## src/core/ecb_pkg.sv

```systemverilog
package ecb_pkg;
	// machine clock is the input clock halved
	localparam int          CLK_HZ        = 10_000_000;
	localparam int          MCYC_DIV      = 2;
	// lcd divider half period, in input clocks
	localparam logic [7:0]  LCD_HALF_CNT  = 8'h20;

	// vector table
	localparam logic [15:0] VEC_MI_HI     = 16'hFFF8;
	localparam logic [15:0] VEC_MI_LO     = 16'hFFF9;
	localparam logic [15:0] VEC_NMI_HI    = 16'hFFFC;
	localparam logic [15:0] VEC_NMI_LO    = 16'hFFFD;
	localparam logic [15:0] VEC_RST_HI    = 16'hFFFE;
	localparam logic [15:0] VEC_RST_LO    = 16'hFFFF;

	// register byte offsets
	localparam logic [7:0]  REG_CMD       = 8'h00;
	localparam logic [7:0]  REG_ADDR      = 8'h04;
	localparam logic [7:0]  REG_WDATA     = 8'h08;
	localparam logic [7:0]  REG_ACCUM     = 8'h0C;
	localparam logic [7:0]  REG_RDATA     = 8'h10;
	localparam logic [7:0]  REG_PC        = 8'h14;
	localparam logic [7:0]  REG_FLAGS     = 8'h18;
	localparam logic [7:0]  REG_IRQ_STAT  = 8'h1C;
	localparam logic [7:0]  REG_IRQ_MASK  = 8'h20;

	// field positions
	localparam int          CMD_SEL_BIT   = 8;
	localparam int          FLAG_IE       = 0;
	localparam int          FLAG_SPARE1   = 1;
	localparam int          FLAG_SPARE2   = 2;
	localparam int          FLAG_SHOW     = 3;
	localparam int          FLAG_BUSY     = 4;
	localparam int          FLAG_STALL    = 5;
	localparam int          FLAG_GRANT    = 6;
	localparam int          NUM_EV        = 4;
	localparam int          EV_DONE       = 0;
	localparam int          EV_NMI        = 1;
	localparam int          EV_MI         = 2;
	localparam int          EV_HOLD       = 3;
	localparam logic [3:0]  IRQ_MASK_RST  = 4'h0;

	typedef enum logic [3:0] {
		CMD_NOP, CMD_MEM_RD, CMD_MEM_WR, CMD_PORT_IN, CMD_ACC_OUT,
		CMD_F1_SET, CMD_F1_CLR, CMD_F2_SET, CMD_F2_CLR, CMD_SHOW_ON, CMD_SHOW_OFF
	} ecb_cmd_t;

	typedef struct packed {
		logic [15:0] addr;
		logic        sel_a;
		logic        sel_b;
		logic        write_n;
		logic        drive_n;
		logic        latch;
		logic [7:0]  dout;
	} ecb_bus_t;

	localparam ecb_bus_t BUS_IDLE = '{addr: 16'h0000, sel_a: 1'b0, sel_b: 1'b0,
		write_n: 1'b1, drive_n: 1'b1, latch: 1'b0, dout: 8'h00};

	typedef struct packed {
		logic       valid;
		logic       write;
		logic [7:0] addr;
	} ecb_ahb_ap_t;
endpackage : ecb_pkg

```

## src/core/ecb_clkgen.sv

```systemverilog
`timescale 1ns/10ps
module ecb_clkgen (
	input  wire logic mclk,             // crystal-rate clock
	input  wire logic srst,             // sync reset
	input  wire logic wait_pin,         // wait request
	output logic      system_clock_out, // halved clock
	output logic      stall_latch,      // wait sampled
	output wire logic op_en             // operating clock enable
);
	import ecb_pkg::*;

	always_ff @(posedge mclk) begin
		if (srst) begin
			system_clock_out <= 1'b0;
		end else begin
			system_clock_out <= ~system_clock_out;
		end
	end

	// sample wait at the falling edge of the clock out
	always_ff @(posedge mclk) begin
		if (srst) begin
			stall_latch <= 1'b0;
		end else if (system_clock_out) begin
			stall_latch <= wait_pin;
		end
	end

	assign op_en = system_clock_out & ~stall_latch;
endmodule : ecb_clkgen

```

## src/core/ecb_lcd.sv

```systemverilog
`timescale 1ns/10ps
module ecb_lcd (
	input  wire logic       mclk,              // clock
	input  wire logic       srst,              // sync reset
	input  wire logic       lcd_counter_clock, // backplate counter input
	output logic            lcd_divider_out,   // divided lcd clock
	output logic [7:0]      lcd_backplate_out  // backplate phases
);
	import ecb_pkg::*;

	logic [7:0] div_cnt;
	logic       cc_prev;
	logic [2:0] bp_cnt;
	logic [2:0] next_bp_cnt;

	always_ff @(posedge mclk) begin
		if (srst) begin
			div_cnt         <= 8'h00;
			lcd_divider_out <= 1'b0;
		end else if (div_cnt == LCD_HALF_CNT - 8'h01) begin
			div_cnt         <= 8'h00;
			lcd_divider_out <= ~lcd_divider_out;
		end else begin
			div_cnt <= div_cnt + 8'h01;
		end
	end

	assign next_bp_cnt = (lcd_counter_clock && !cc_prev) ? bp_cnt + 3'h1 : bp_cnt;

	always_ff @(posedge mclk) begin
		if (srst) begin
			cc_prev <= 1'b0;
			bp_cnt  <= 3'h0;
		end else begin
			cc_prev <= lcd_counter_clock;
			bp_cnt  <= next_bp_cnt;
		end
	end

	for (genvar i = 0; i < 8; i++) begin : g_bp
		always_ff @(posedge mclk) begin
			if (srst) begin
				lcd_backplate_out[i] <= (i == 0);
			end else begin
				lcd_backplate_out[i] <= (next_bp_cnt == 3'(i));
			end
		end
	end
endmodule : ecb_lcd

```

## src/core/ecb_top.sv

```systemverilog
`timescale 1ns/10ps
module ecb_top (
	input  wire logic        mclk,              // 10 MHz clock
	input  wire logic        srst,              // sync reset, high
	input  wire logic        hsel,              // ahb select
	input  wire logic [31:0] haddr,             // ahb address
	input  wire logic [1:0]  htrans,            // ahb transfer type
	input  wire logic        hwrite,            // ahb write
	input  wire logic [2:0]  hsize,             // ahb size
	input  wire logic [31:0] hwdata,            // ahb write data
	input  wire logic        hready,            // ahb ready in
	output logic             hreadyout,         // ahb ready out
	output logic             hresp,             // ahb response
	output logic [31:0]      hrdata,            // ahb read data
	output logic             irq,               // interrupt, high
	output logic [15:0]      addr_out,          // address pins
	output logic             addr_oe_n,         // address enable, low
	output logic [7:0]       data_out,          // data pins out
	input  wire logic [7:0]  data_in,           // data pins in
	output logic             data_oe_n,         // data enable, low
	output logic             space_select_a,    // space a select
	output logic             space_select_b,    // space b select
	output logic             write_n,           // write strobe, low
	output logic             bus_drive_strobe,  // drive strobe, low
	output logic             ctrl_oe_n,         // control pins enable, low
	output logic             port_latch_clk,    // external latch clock
	input  wire logic        bus_hold_request,  // bus request
	output logic             bus_hold_grant,    // bus grant
	input  wire logic        maskable_irq_pin,  // maskable request
	input  wire logic        nmi_pin,           // non-maskable request
	input  wire logic        wait_pin,          // wait request
	input  wire logic [7:0]  eight_bit_sense_port, // input port
	output logic             spare_flag_one,    // flag one
	output logic             spare_flag_two,    // flag two
	output logic             lcd_show_ctrl,     // display on
	output logic             system_clock_out,  // halved clock
	output logic             lcd_divider_out,   // lcd clock
	input  wire logic        lcd_counter_clock, // backplate counter in
	output logic [7:0]       lcd_backplate_out  // backplates
);
	import ecb_pkg::*;

	typedef enum logic [2:0] {
		ST_IDLE, ST_RD, ST_WR, ST_PORT, ST_LATCH, ST_VEC_HI, ST_VEC_LO, ST_HOLD
	} ecb_state_t;

	function automatic logic hit(input logic [7:0] a, input logic [7:0] off);
		return a[7:2] == off[7:2];
	endfunction : hit

	ecb_state_t        state;
	ecb_bus_t          bus_q;
	ecb_ahb_ap_t       ap_q;
	logic              op_en;
	logic              stall_latch;
	logic              wr_en;
	logic              interrupt_enable_flag;
	logic [7:0]        accum;
	logic [7:0]        rd_byte;
	logic [15:0]       pc;
	logic [15:0]       vec_lo;
	logic              cmd_pending;
	ecb_cmd_t          cmd_code;
	logic              cmd_sel;
	logic [15:0]       addr_reg;
	logic [7:0]        wdata_reg;
	logic [NUM_EV-1:0] ev_q;
	logic [NUM_EV-1:0] irq_stat;
	logic [NUM_EV-1:0] irq_mask;
	logic [NUM_EV-1:0] next_irq_stat;
	logic              busy;
	logic              boundary;
	logic              take_nmi;
	logic              take_mi;
	logic              take_hold;
	logic              take_cmd;
	logic [31:0]       rd_mux;

	ecb_clkgen u_clkgen (
		.mclk             (mclk),
		.srst             (srst),
		.wait_pin         (wait_pin),
		.system_clock_out (system_clock_out),
		.stall_latch      (stall_latch),
		.op_en            (op_en)
	);

	ecb_lcd u_lcd (
		.mclk              (mclk),
		.srst              (srst),
		.lcd_counter_clock (lcd_counter_clock),
		.lcd_divider_out   (lcd_divider_out),
		.lcd_backplate_out (lcd_backplate_out)
	);

	// ahb slave: one wait state per transfer
	always_ff @(posedge mclk) begin
		if (srst) begin
			ap_q      <= '0;
			hreadyout <= 1'b1;
			hresp     <= 1'b0;
			hrdata    <= 32'h0000_0000;
		end else if (ap_q.valid) begin
			ap_q.valid <= 1'b0;
			hreadyout  <= 1'b1;
			if (!ap_q.write) begin
				hrdata <= rd_mux;
			end
		end else if (hsel && htrans[1] && hready) begin
			ap_q      <= '{valid: 1'b1, write: hwrite, addr: haddr[7:0]};
			hreadyout <= 1'b0;
		end
	end

	assign wr_en = ap_q.valid && ap_q.write;
	assign busy  = cmd_pending || (state != ST_IDLE);

	always_comb begin
		rd_mux = 32'h0000_0000;
		if (hit(ap_q.addr, REG_CMD)) begin
			rd_mux[FLAG_BUSY] = busy;
		end else if (hit(ap_q.addr, REG_ADDR)) begin
			rd_mux[15:0] = addr_reg;
		end else if (hit(ap_q.addr, REG_WDATA)) begin
			rd_mux[7:0] = wdata_reg;
		end else if (hit(ap_q.addr, REG_ACCUM)) begin
			rd_mux[7:0] = accum;
		end else if (hit(ap_q.addr, REG_RDATA)) begin
			rd_mux[7:0] = rd_byte;
		end else if (hit(ap_q.addr, REG_PC)) begin
			rd_mux[15:0] = pc;
		end else if (hit(ap_q.addr, REG_FLAGS)) begin
			rd_mux[FLAG_IE]     = interrupt_enable_flag;
			rd_mux[FLAG_SPARE1] = spare_flag_one;
			rd_mux[FLAG_SPARE2] = spare_flag_two;
			rd_mux[FLAG_SHOW]   = lcd_show_ctrl;
			rd_mux[FLAG_BUSY]   = busy;
			rd_mux[FLAG_STALL]  = stall_latch;
			rd_mux[FLAG_GRANT]  = bus_hold_grant;
		end else if (hit(ap_q.addr, REG_IRQ_STAT)) begin
			rd_mux[NUM_EV-1:0] = irq_stat;
		end else if (hit(ap_q.addr, REG_IRQ_MASK)) begin
			rd_mux[NUM_EV-1:0] = irq_mask;
		end
	end

	// boundary decisions: hold, then nmi, then maskable, then command
	assign boundary  = op_en && (state == ST_IDLE);
	assign take_hold = boundary && bus_hold_request;
	assign take_nmi  = boundary && !bus_hold_request && nmi_pin;
	assign take_mi   = boundary && !bus_hold_request && !nmi_pin
		&& interrupt_enable_flag && maskable_irq_pin;
	assign take_cmd  = boundary && !bus_hold_request && !nmi_pin
		&& !(interrupt_enable_flag && maskable_irq_pin) && cmd_pending;

	always_ff @(posedge mclk) begin
		if (srst) begin
			cmd_pending <= 1'b0;
			cmd_code    <= CMD_NOP;
			cmd_sel     <= 1'b0;
			addr_reg    <= 16'h0000;
			wdata_reg   <= 8'h00;
		end else begin
			if (take_cmd) begin
				cmd_pending <= 1'b0;
			end
			if (wr_en && hit(ap_q.addr, REG_CMD) && !busy) begin
				cmd_pending <= 1'b1;
				cmd_code    <= ecb_cmd_t'(hwdata[3:0]);
				cmd_sel     <= hwdata[CMD_SEL_BIT];
			end
			if (wr_en && hit(ap_q.addr, REG_ADDR)) begin
				addr_reg <= hwdata[15:0];
			end
			if (wr_en && hit(ap_q.addr, REG_WDATA)) begin
				wdata_reg <= hwdata[7:0];
			end
		end
	end

	// flag flip-flops: spare and show flags changed only by commands; ie by a flags register write, cleared when a maskable interrupt is taken
	always_ff @(posedge mclk) begin
		if (srst) begin
			interrupt_enable_flag <= 1'b0;
			spare_flag_one        <= 1'b0;
			spare_flag_two        <= 1'b0;
			lcd_show_ctrl         <= 1'b0;
		end else begin
			if (wr_en && hit(ap_q.addr, REG_FLAGS)) begin
				interrupt_enable_flag <= hwdata[FLAG_IE];
			end
			if (take_mi) begin
				interrupt_enable_flag <= 1'b0;
			end
			if (take_cmd) begin
				unique case (cmd_code)
					CMD_F1_SET:   spare_flag_one <= 1'b1;
					CMD_F1_CLR:   spare_flag_one <= 1'b0;
					CMD_F2_SET:   spare_flag_two <= 1'b1;
					CMD_F2_CLR:   spare_flag_two <= 1'b0;
					CMD_SHOW_ON:  lcd_show_ctrl  <= 1'b1;
					CMD_SHOW_OFF: lcd_show_ctrl  <= 1'b0;
					default: ;
				endcase
			end
		end
	end

	always_ff @(posedge mclk) begin
		if (srst) begin
			accum   <= 8'h00;
			rd_byte <= 8'h00;
		end else if (op_en && state == ST_RD) begin
			accum   <= data_in;
			rd_byte <= data_in;
		end else if (op_en && state == ST_PORT) begin
			accum <= eight_bit_sense_port;
		end else if (wr_en && hit(ap_q.addr, REG_ACCUM)) begin
			accum <= hwdata[7:0];
		end
	end

	// bus sequencer; reset starts with the reset vector fetch
	always_ff @(posedge mclk) begin
		if (srst) begin
			state          <= ST_VEC_HI;
			bus_q          <= BUS_IDLE;
			bus_q.addr     <= VEC_RST_HI;
			bus_q.sel_a    <= 1'b1;
			vec_lo         <= VEC_RST_LO;
			pc             <= 16'h0000;
			addr_oe_n      <= 1'b0;
			ctrl_oe_n      <= 1'b0;
			data_oe_n      <= 1'b1;
			bus_hold_grant <= 1'b0;
			ev_q           <= '0;
		end else begin
			ev_q <= '0;
			if (op_en) begin
				unique case (state)
					ST_IDLE: begin
						if (take_hold) begin
							state          <= ST_HOLD;
							bus_hold_grant <= 1'b1;
							addr_oe_n      <= 1'b1;
							ctrl_oe_n      <= 1'b1;
							data_oe_n      <= 1'b1;
							ev_q[EV_HOLD]  <= 1'b1;
						end else if (take_nmi || take_mi) begin
							state       <= ST_VEC_HI;
							bus_q.addr  <= take_nmi ? VEC_NMI_HI : VEC_MI_HI;
							bus_q.sel_a <= 1'b1;
							vec_lo      <= take_nmi ? VEC_NMI_LO : VEC_MI_LO;
							ev_q[EV_NMI] <= take_nmi;
							ev_q[EV_MI]  <= take_mi;
						end else if (take_cmd) begin
							bus_q.addr  <= addr_reg;
							bus_q.sel_a <= (cmd_code inside {CMD_MEM_RD, CMD_MEM_WR}) && !cmd_sel;
							bus_q.sel_b <= (cmd_code inside {CMD_MEM_RD, CMD_MEM_WR}) && cmd_sel;
							unique case (cmd_code)
								CMD_MEM_RD: state <= ST_RD;
								CMD_MEM_WR: begin
									state         <= ST_WR;
									bus_q.write_n <= 1'b0;
									bus_q.drive_n <= 1'b0;
									bus_q.dout    <= wdata_reg;
									data_oe_n     <= 1'b0;
								end
								CMD_PORT_IN: state <= ST_PORT;
								CMD_ACC_OUT: begin
									state         <= ST_LATCH;
									bus_q.latch   <= 1'b1;
									bus_q.drive_n <= 1'b0;
									bus_q.dout    <= accum;
									data_oe_n     <= 1'b0;
								end
								default: ev_q[EV_DONE] <= 1'b1;
							endcase
						end
					end
					ST_RD, ST_WR, ST_PORT, ST_LATCH: begin
						state         <= ST_IDLE;
						bus_q         <= BUS_IDLE;
						data_oe_n     <= 1'b1;
						ev_q[EV_DONE] <= 1'b1;
					end
					ST_VEC_HI: begin
						pc[15:8]   <= data_in;
						bus_q.addr <= vec_lo;
						state      <= ST_VEC_LO;
					end
					ST_VEC_LO: begin
						pc[7:0] <= data_in;
						bus_q   <= BUS_IDLE;
						state   <= ST_IDLE;
					end
					ST_HOLD: begin
						if (!bus_hold_request) begin
							state          <= ST_IDLE;
							bus_hold_grant <= 1'b0;
							addr_oe_n      <= 1'b0;
							ctrl_oe_n      <= 1'b0;
						end
					end
				endcase
			end
		end
	end

	assign addr_out         = bus_q.addr;
	assign space_select_a   = bus_q.sel_a;
	assign space_select_b   = bus_q.sel_b;
	assign write_n          = bus_q.write_n;
	assign bus_drive_strobe = bus_q.drive_n;
	assign port_latch_clk   = bus_q.latch;
	assign data_out         = bus_q.dout;

	// sticky events, set wins over write-one-to-clear
	always_comb begin
		next_irq_stat = irq_stat;
		if (wr_en && hit(ap_q.addr, REG_IRQ_STAT)) begin
			next_irq_stat = irq_stat & ~hwdata[NUM_EV-1:0];
		end
		next_irq_stat = next_irq_stat | ev_q;
	end

	always_ff @(posedge mclk) begin
		if (srst) begin
			irq_stat <= '0;
			irq_mask <= IRQ_MASK_RST;
			irq      <= 1'b0;
		end else begin
			irq_stat <= next_irq_stat;
			irq      <= |(next_irq_stat & irq_mask);
			if (wr_en && hit(ap_q.addr, REG_IRQ_MASK)) begin
				irq_mask <= hwdata[NUM_EV-1:0];
			end
		end
	end
endmodule : ecb_top

```

## config.mk

```make
export PLATFORM = sky130hd
export DESIGN_NAME = ecb_top
export DESIGN_NICKNAME = d
export VERILOG_FILES = /design/src/core/ecb_pkg.sv /design/src/core/ecb_clkgen.sv /design/src/core/ecb_lcd.sv /design/src/core/ecb_top.sv
export SDC_FILE = /design/constraint.sdc
export NUM_CORES = 1
export LEC_CHECK = 0
export CAP_MARGIN = 5
export CORE_AREA = 10 10 125 127
export DETAILED_ROUTE_END_ITERATION = 10
export DIE_AREA = 0 0 135 137
export DONT_BUFFER_PORTS = 1
export PLACE_DENSITY = 0.72
export SLEW_MARGIN = 10
export SYNTH_ARGS = -nofsm -noshare
export SYNTH_HDL_FRONTEND = slang
export SYNTH_SLANG_ARGS = --single-unit
```

## constraint.sdc

```tcl
create_clock -name mclk -period 1.9 [get_ports mclk]
set_input_delay 0.38 -clock mclk [delete_from_list [all_inputs] [get_ports mclk]]
set_output_delay 0.38 -clock mclk [all_outputs]
set_load 0.01 [all_outputs]
```

* After elaboration in Yosys (flattened, before gate mapping) *
Index checks and enable logic that the tools add are counted.

operators by class
  $add $sub $neg = 2
  multiply operators = 0
  div/mod/pow operators = 0
  $lt $le $gt $ge = 0
  equal/unequal tests = 48
  shifts and indexed selects = 0
  multiplexer cells = 58
  bitwise logic cells = 14
  reduce and logical (&&, ||, !) cells = 77

operators by type and width
  kind                                                             number
  8-bit two-way mux                                                9
  29-bit two-way mux                                               2
  16-bit one-hot mux with 3 select lines                           1
  1-bit logical AND                                                26
  13-bit one-hot mux with 2 select lines                           1
  3-bit == test, second input constant                             8
  6-bit by 3-bit == test with 1-bit output, second input constant  4
  3-bit two-way mux                                                8
  3-bit one-hot mux with 4 select lines                            2
  6-bit AND reduction                                              4
  4-bit two-way mux                                                5
  4-bit AND reduction                                              5
  17-bit two-way mux                                               1
  4-bit by 3-bit == test with 1-bit output, second input constant  4
  1-bit two-way mux                                                16
  16-bit two-way mux                                               1
  8-bit one-hot mux with 2 select lines                            1
  2-bit nonzero test                                               8
  2-bit AND reduction                                              7
  3-bit by 2-bit == test with 1-bit output, second input constant  4
  4-bit == test, second input constant                             3
  6-bit by 2-bit == test with 1-bit output, second input constant  2
  12-bit two-way mux                                               1
  2-bit inequality test, second input constant                     6
  34 further kinds                                                 70

storage, ports and cells
  bits in registers = 179
  latch bits = 0
  bits in writable memories = 0
  ROM bits = 0
  output and inout bits = 81
  memories = 0

* Logic depth before layout (Yosys ltp) *
  word-level depth = 11
  gate-level depth with buffers = 8
  depth with buffers taken out = 6

* Cells and area by module *
Synthesis repeated with hierarchy kept, for this count alone.

unflattened totals
  cells, all modules = 866
  area, all modules = 7333.3 sq um

by module, submodules not included
  module      times used  cells an instance  area an instance (sq um)  sequential area each (sq um)
  ecb_top     1           775                6438.7                    2802.7
  ecb_lcd     1           85                 830.8                     420.4
  ecb_clkgen  1           6                  63.8                      40.0

* Worst setup path before layout *
Ideal clock, no wire load.

  path kind = reg-to-reg
  start point = register u_clkgen.system_clock_out
  end point = register data_oe_n
  setup time = 0.120 ns
  data arrival time = 1.812 ns
  data required time = 1.780 ns
  slack = -0.032 ns
  stages on the path, launching flop included = 7
  path buffers = 1
  cell sequence = dfxtp_1 -> nor3b_1 -> and4_1 -> buf_2 -> o311ai_1 -> or4_1 -> o31a_1

between the ends
  cells in the longest elaborated chain, start to end = 9

RTL lines
  item                             RTL line                                        source
  start, declared                  ecb_clkgen.sv:6                                 output logic system_clock_out,
  start signal, assigned           ecb_clkgen.sv:16                                system_clock_out <= ~system_clock_out;
  1-bit bitwise AND *              ecb_clkgen.sv:29                                assign op_en = system_clock_out & ~stall_latch;
  1-bit logical AND                ecb_top.sv:148                                  assign boundary = op_en && (state == ST_IDLE);
  1-bit logical AND                ecb_top.sv:150, ecb_top.sv:151, ecb_top.sv:153
  1-bit logical AND                ecb_top.sv:151, ecb_top.sv:153
  1-bit logical AND (2 in a row)   ecb_top.sv:152                                  && interrupt_enable_flag && maskable_irq_pin;
  1-bit logical OR                 ecb_top.sv:249                                  end else if (take_nmi || take_mi) begin
  3-bit inequality test (no line)  -
  5-bit AND reduction (no line)    -
  end signal, assigned             ecb_top.sv:247                                  data_oe_n <= 1'b1;
  end signal, assigned             ecb_top.sv:267                                  data_oe_n <= 1'b0;
  end signal, assigned             ecb_top.sv:275                                  data_oe_n <= 1'b0;
  end, declared                    ecb_top.sv:20                                   output logic data_oe_n,

Mark *: on every way between the ends. The rest lies on a longest branch, timed or not.
A chain may end at the register's enable or synchronous reset.

* Worst setup path after layout *
  start point = register state[0]
  end point = register data_oe_n

between the ends
  cells in the longest elaborated chain, start to end = 9

RTL lines
  item                             RTL line                                        source
  start, declared                  ecb_top.sv:51                                   ecb_state_t state;
  start signal, assigned           ecb_top.sv:226                                  state <= ST_VEC_HI;
  start signal, assigned           ecb_top.sv:243                                  state <= ST_HOLD;
  start signal, assigned           ecb_top.sv:250                                  state <= ST_VEC_HI;
  3-bit logical NOT                ecb_top.sv:148, ecb_top.sv:240
  1-bit logical AND                ecb_top.sv:148
  1-bit logical AND                ecb_top.sv:150, ecb_top.sv:151, ecb_top.sv:153
  1-bit logical AND                ecb_top.sv:151, ecb_top.sv:153
  1-bit logical AND (2 in a row)   ecb_top.sv:152
  1-bit logical OR                 ecb_top.sv:249
  3-bit inequality test (no line)  -
  5-bit AND reduction (no line)    -

Several ways; a longest one is shown, not always the timed one.

==> results.yml <==
placement:
  gp_congestion: 0.904
  dp_hpwl_um: 16600
  numPortBuffers: 0
  dp_slack_ns: -0.172
  placed_cells: 1051
global_routing:
  antenna_found_initial: 0
  grt_pass1_vias: 6114
  grt_max_degree: 155
  grt_pass1_wl_um: 34200
  track_usage_pct: 23.3
  gr-total-overflow: 0
power:
  switching_share_pct: 23.4
  p_leak_uw: 0.00334
  internal-power_uw: 6030
  pwr-share-comb_pct: 8.6
  clockPowerShare_pct: 45.0
  powerDensity_nw_per_um2: 902
  seqPwrFrac_pct: 46.4
  p_switching_uw: 1840
  irDropWorstVdd_mv: 0.520
cts:
  cts.hold.buffers_added: 0
  cts_max_path_buffers: 2
  cts-root-buf: "clkbuf_16"
  cts_made_buffers: 17
  cts.reportedPaths.clkPinSlew_ns: 0.06
  clock-sinks: 163
  clock_latency_ns: 0.43
  cts_tree: "yes"
  htreeDepth: 4
detailed_routing:
  firstDrtPassIters: 5
  vias: 6502
  ant_nets: 0
  totalWireLength_um: 22400
  drc: 0
  via_per_inst: 5.97
  drtIter0Drc: 646
  wire_per_inst_um: 20.6
critical_path:
  cp.depth: 6
  reg2reg_depth: 6
  worstPathMaxFanout: 4
  crit_required_ns: 2.21
  arrival_ns: 2.19
  timing.reg2reg.setup_slack_ns: 0.02
  worst_setup_path_end_kind: "flop"
  endpoint: "data_oe_n"
  start_kind: "flop"
  timing.rr.start: "state[0]"
  cp_slowest_cell: "or4_1"
  criticalPathCategory: "flop to flop"
  critical-path-top-delay-family: "simple AND/OR/NAND/NOR gates"
  r2r_end: "data_oe_n"
  worst-path-buf-inv: 1
  path_cells: "buf_4, nor3_4, and4_4, o311ai_2, or4_1, o31a_1"
  cp-startpoint: "state[0]"
  critPathMaxStageDelay_ns: 0.56
yosys:
  synth.distinct_cells: 69
  synth_most_common_cell: "dfxtp_1"
  syn_avg_cell_area_um2: 8.59
  ys.flop_type: "dfxtp_1"
  yosys-top-cells-count: "dfxtp_1, nor2_1, nand2_1"
  netlist.top_cell.by_area: "dfxtp_1"
  synth_edf_count: 0
  seq_area_frac_synth_pct: 44.4
  synthTopCellsByArea: "dfxtp_1, mux2i_1, nor2_1"
  async_flop_share_pct: 0
  syn_inst: 856
  synth_top_area_share_pct: 44.4
  synth_seq_cells: 163
  synth_area_um2: 7350
  ys_warn_count: 0
worst_hold_path:
  hold_class: "primary input to flop"
  hold_start: "srst"
layout:
  drive_above_1_share_pct: 19.2
  syn2layout_area_growth_pct: 18.8
  fillers: 1059
  layout.nets: 998
  antennaDiodeCount: 0
  instances_no_fill: 1089
floorplan:
  die_h_um: 137
  start_util_pct: 56.2
  core_area_um2: 13100
  die_x_um: 135
  ios: 176
  dieArea_um2: 18500
  std_cell_rows: 42
timing:
  drv_slew: 0
  min_period_ns: 1.88
  rsz0062_at_grt: "yes"
  fmax_mhz: 531
  setup_viol: 0
  hold_viol: 0
  worst_slack_ns: 0.0179
  worst_slew_pin_slew_ns: 0.518
  min_period_over_period_pct: 99.1
  fin_worst_skew_ns: 0.00697
  slew_headroom_pct: 64.5
run:
  cap_violations: 0
outcome:
  status: "finished clean"
[final cells by class]
cell class | count | area [um2] | share of cell area (%)
clock buffers | 22 | 484 | 5.55
clock inverters | 9 | 126 | 1.45
inverters | 9 | 33.8 | 0.387
multi-input cells | 621 | 3890 | 44.5
flip-flops and latches | 163 | 3270 | 37.4
well taps | 176 | 220 | 2.52
repair buffers | 89 | 711 | 8.14
[layer usage]
metal | track usage, % | routed length, um
met4 | 9.99 | 696
met1 | 28.7 | 9050
met3 | 6.30 | 2040
met5 | 0 | 0
met2 | 37.8 | 10700
[worst min-delay path by stage]
stage,to,slack (ns),cells after the start
2_1_floorplan,vec_lo[1],0.43,1
3_3_place_gp,vec_lo[1],0.44,1
3_5_place_dp,u_lcd.div_cnt[0],0.46,1
4_1_cts,lcd_show_ctrl,0.02,1
5_1_grt,lcd_show_ctrl,0.02,1
6_report,lcd_show_ctrl,0.05,1
[layout by cell type, fill, tap and decap left out, types with 5 or more instances in the layout]
| cell | synthesis | routed |
|---|---|---|
| dfxtp_1 | 163 | 158 |
| nand3b_1 | 7 | 7 |
| nor2_1 | 130 | 130 |
| dfxtp_2 | 0 | 5 |
| a31oi_1 | 5 | 5 |
| xor2_1 | 6 | 6 |
| inv_1 | 9 | 9 |
| nor3_1 | 16 | 16 |
| a221oi_1 | 10 | 10 |
| clkbuf_16 | 0 | 17 |
| and3_1 | 5 | 5 |
| mux2i_1 | 62 | 61 |
| o31ai_1 | 5 | 5 |
| conb_1 | 1 | 17 |
| buf_4 | 19 | 83 |
| nand2_1 | 86 | 85 |
| o21ai_0 | 33 | 32 |
| nand2b_1 | 8 | 8 |
| a211oi_1 | 14 | 12 |
| a21oi_1 | 69 | 67 |
| nor2b_1 | 19 | 18 |
| nand3_1 | 15 | 15 |
| mux2_2 | 9 | 9 |
[power by group through the flow]
stage	clock network (uW)	registers, uW	logic, uW
floorplan	0	3690	493
global placement	0	3720	607
CTS	3560	3650	644
finish	3540	3650	680
global route	3700	3670	749
detailed placement	0	3730	625
[logic make-up (layout without fill, tap and decap cells)]
| group | Yosys count | in the layout | synth area share [%] |
|---|---|---|---|
| AOI/OAI and AO/OA | 190 | 190 | 16.8 |
| xor gates and xnor gates | 10 | 10 | 1.19 |
| adders and majority gates | 2 | 2 | 0.340 |
| buffers and inverters | 88 | 129 | 5.70 |
| DFF | 163 | 163 | 44.4 |
| muxes | 71 | 71 | 9.82 |
| other | 1 | 17 | 0.0510 |
| and+or+nand+nor | 331 | 331 | 21.7 |
[stage by stage]
stage / cell area (um2) / TNS (ns) / utilization, % / hold WS, ns / total power, uW
2_1_floorplan: 7410 / 0 / - / 0.426 / 4180
3_3_place_gp: 7910 / -0.986 / 60.4 / 0.436 / 4330
3_5_place_dp: 7910 / -1.69 / 60.4 / 0.458 / 4350
4_1_cts: 8560 / 0 / 65.5 / 0.0222 / 7860
5_1_grt: 8730 / -0.0715 / 66.7 / 0.0198 / 8120
6_report: 8730 / 0 / 66.7 / 0.0493 / 7870
[what timing repair did]
action                     4_1_cts  5_1_grt
pin swaps                        2        6
setup endpoints to repair       35       61
resized for setup                5       36
setup buffers                    3        3
cloned                           0        1
Power figures use the tool's default switching activity.
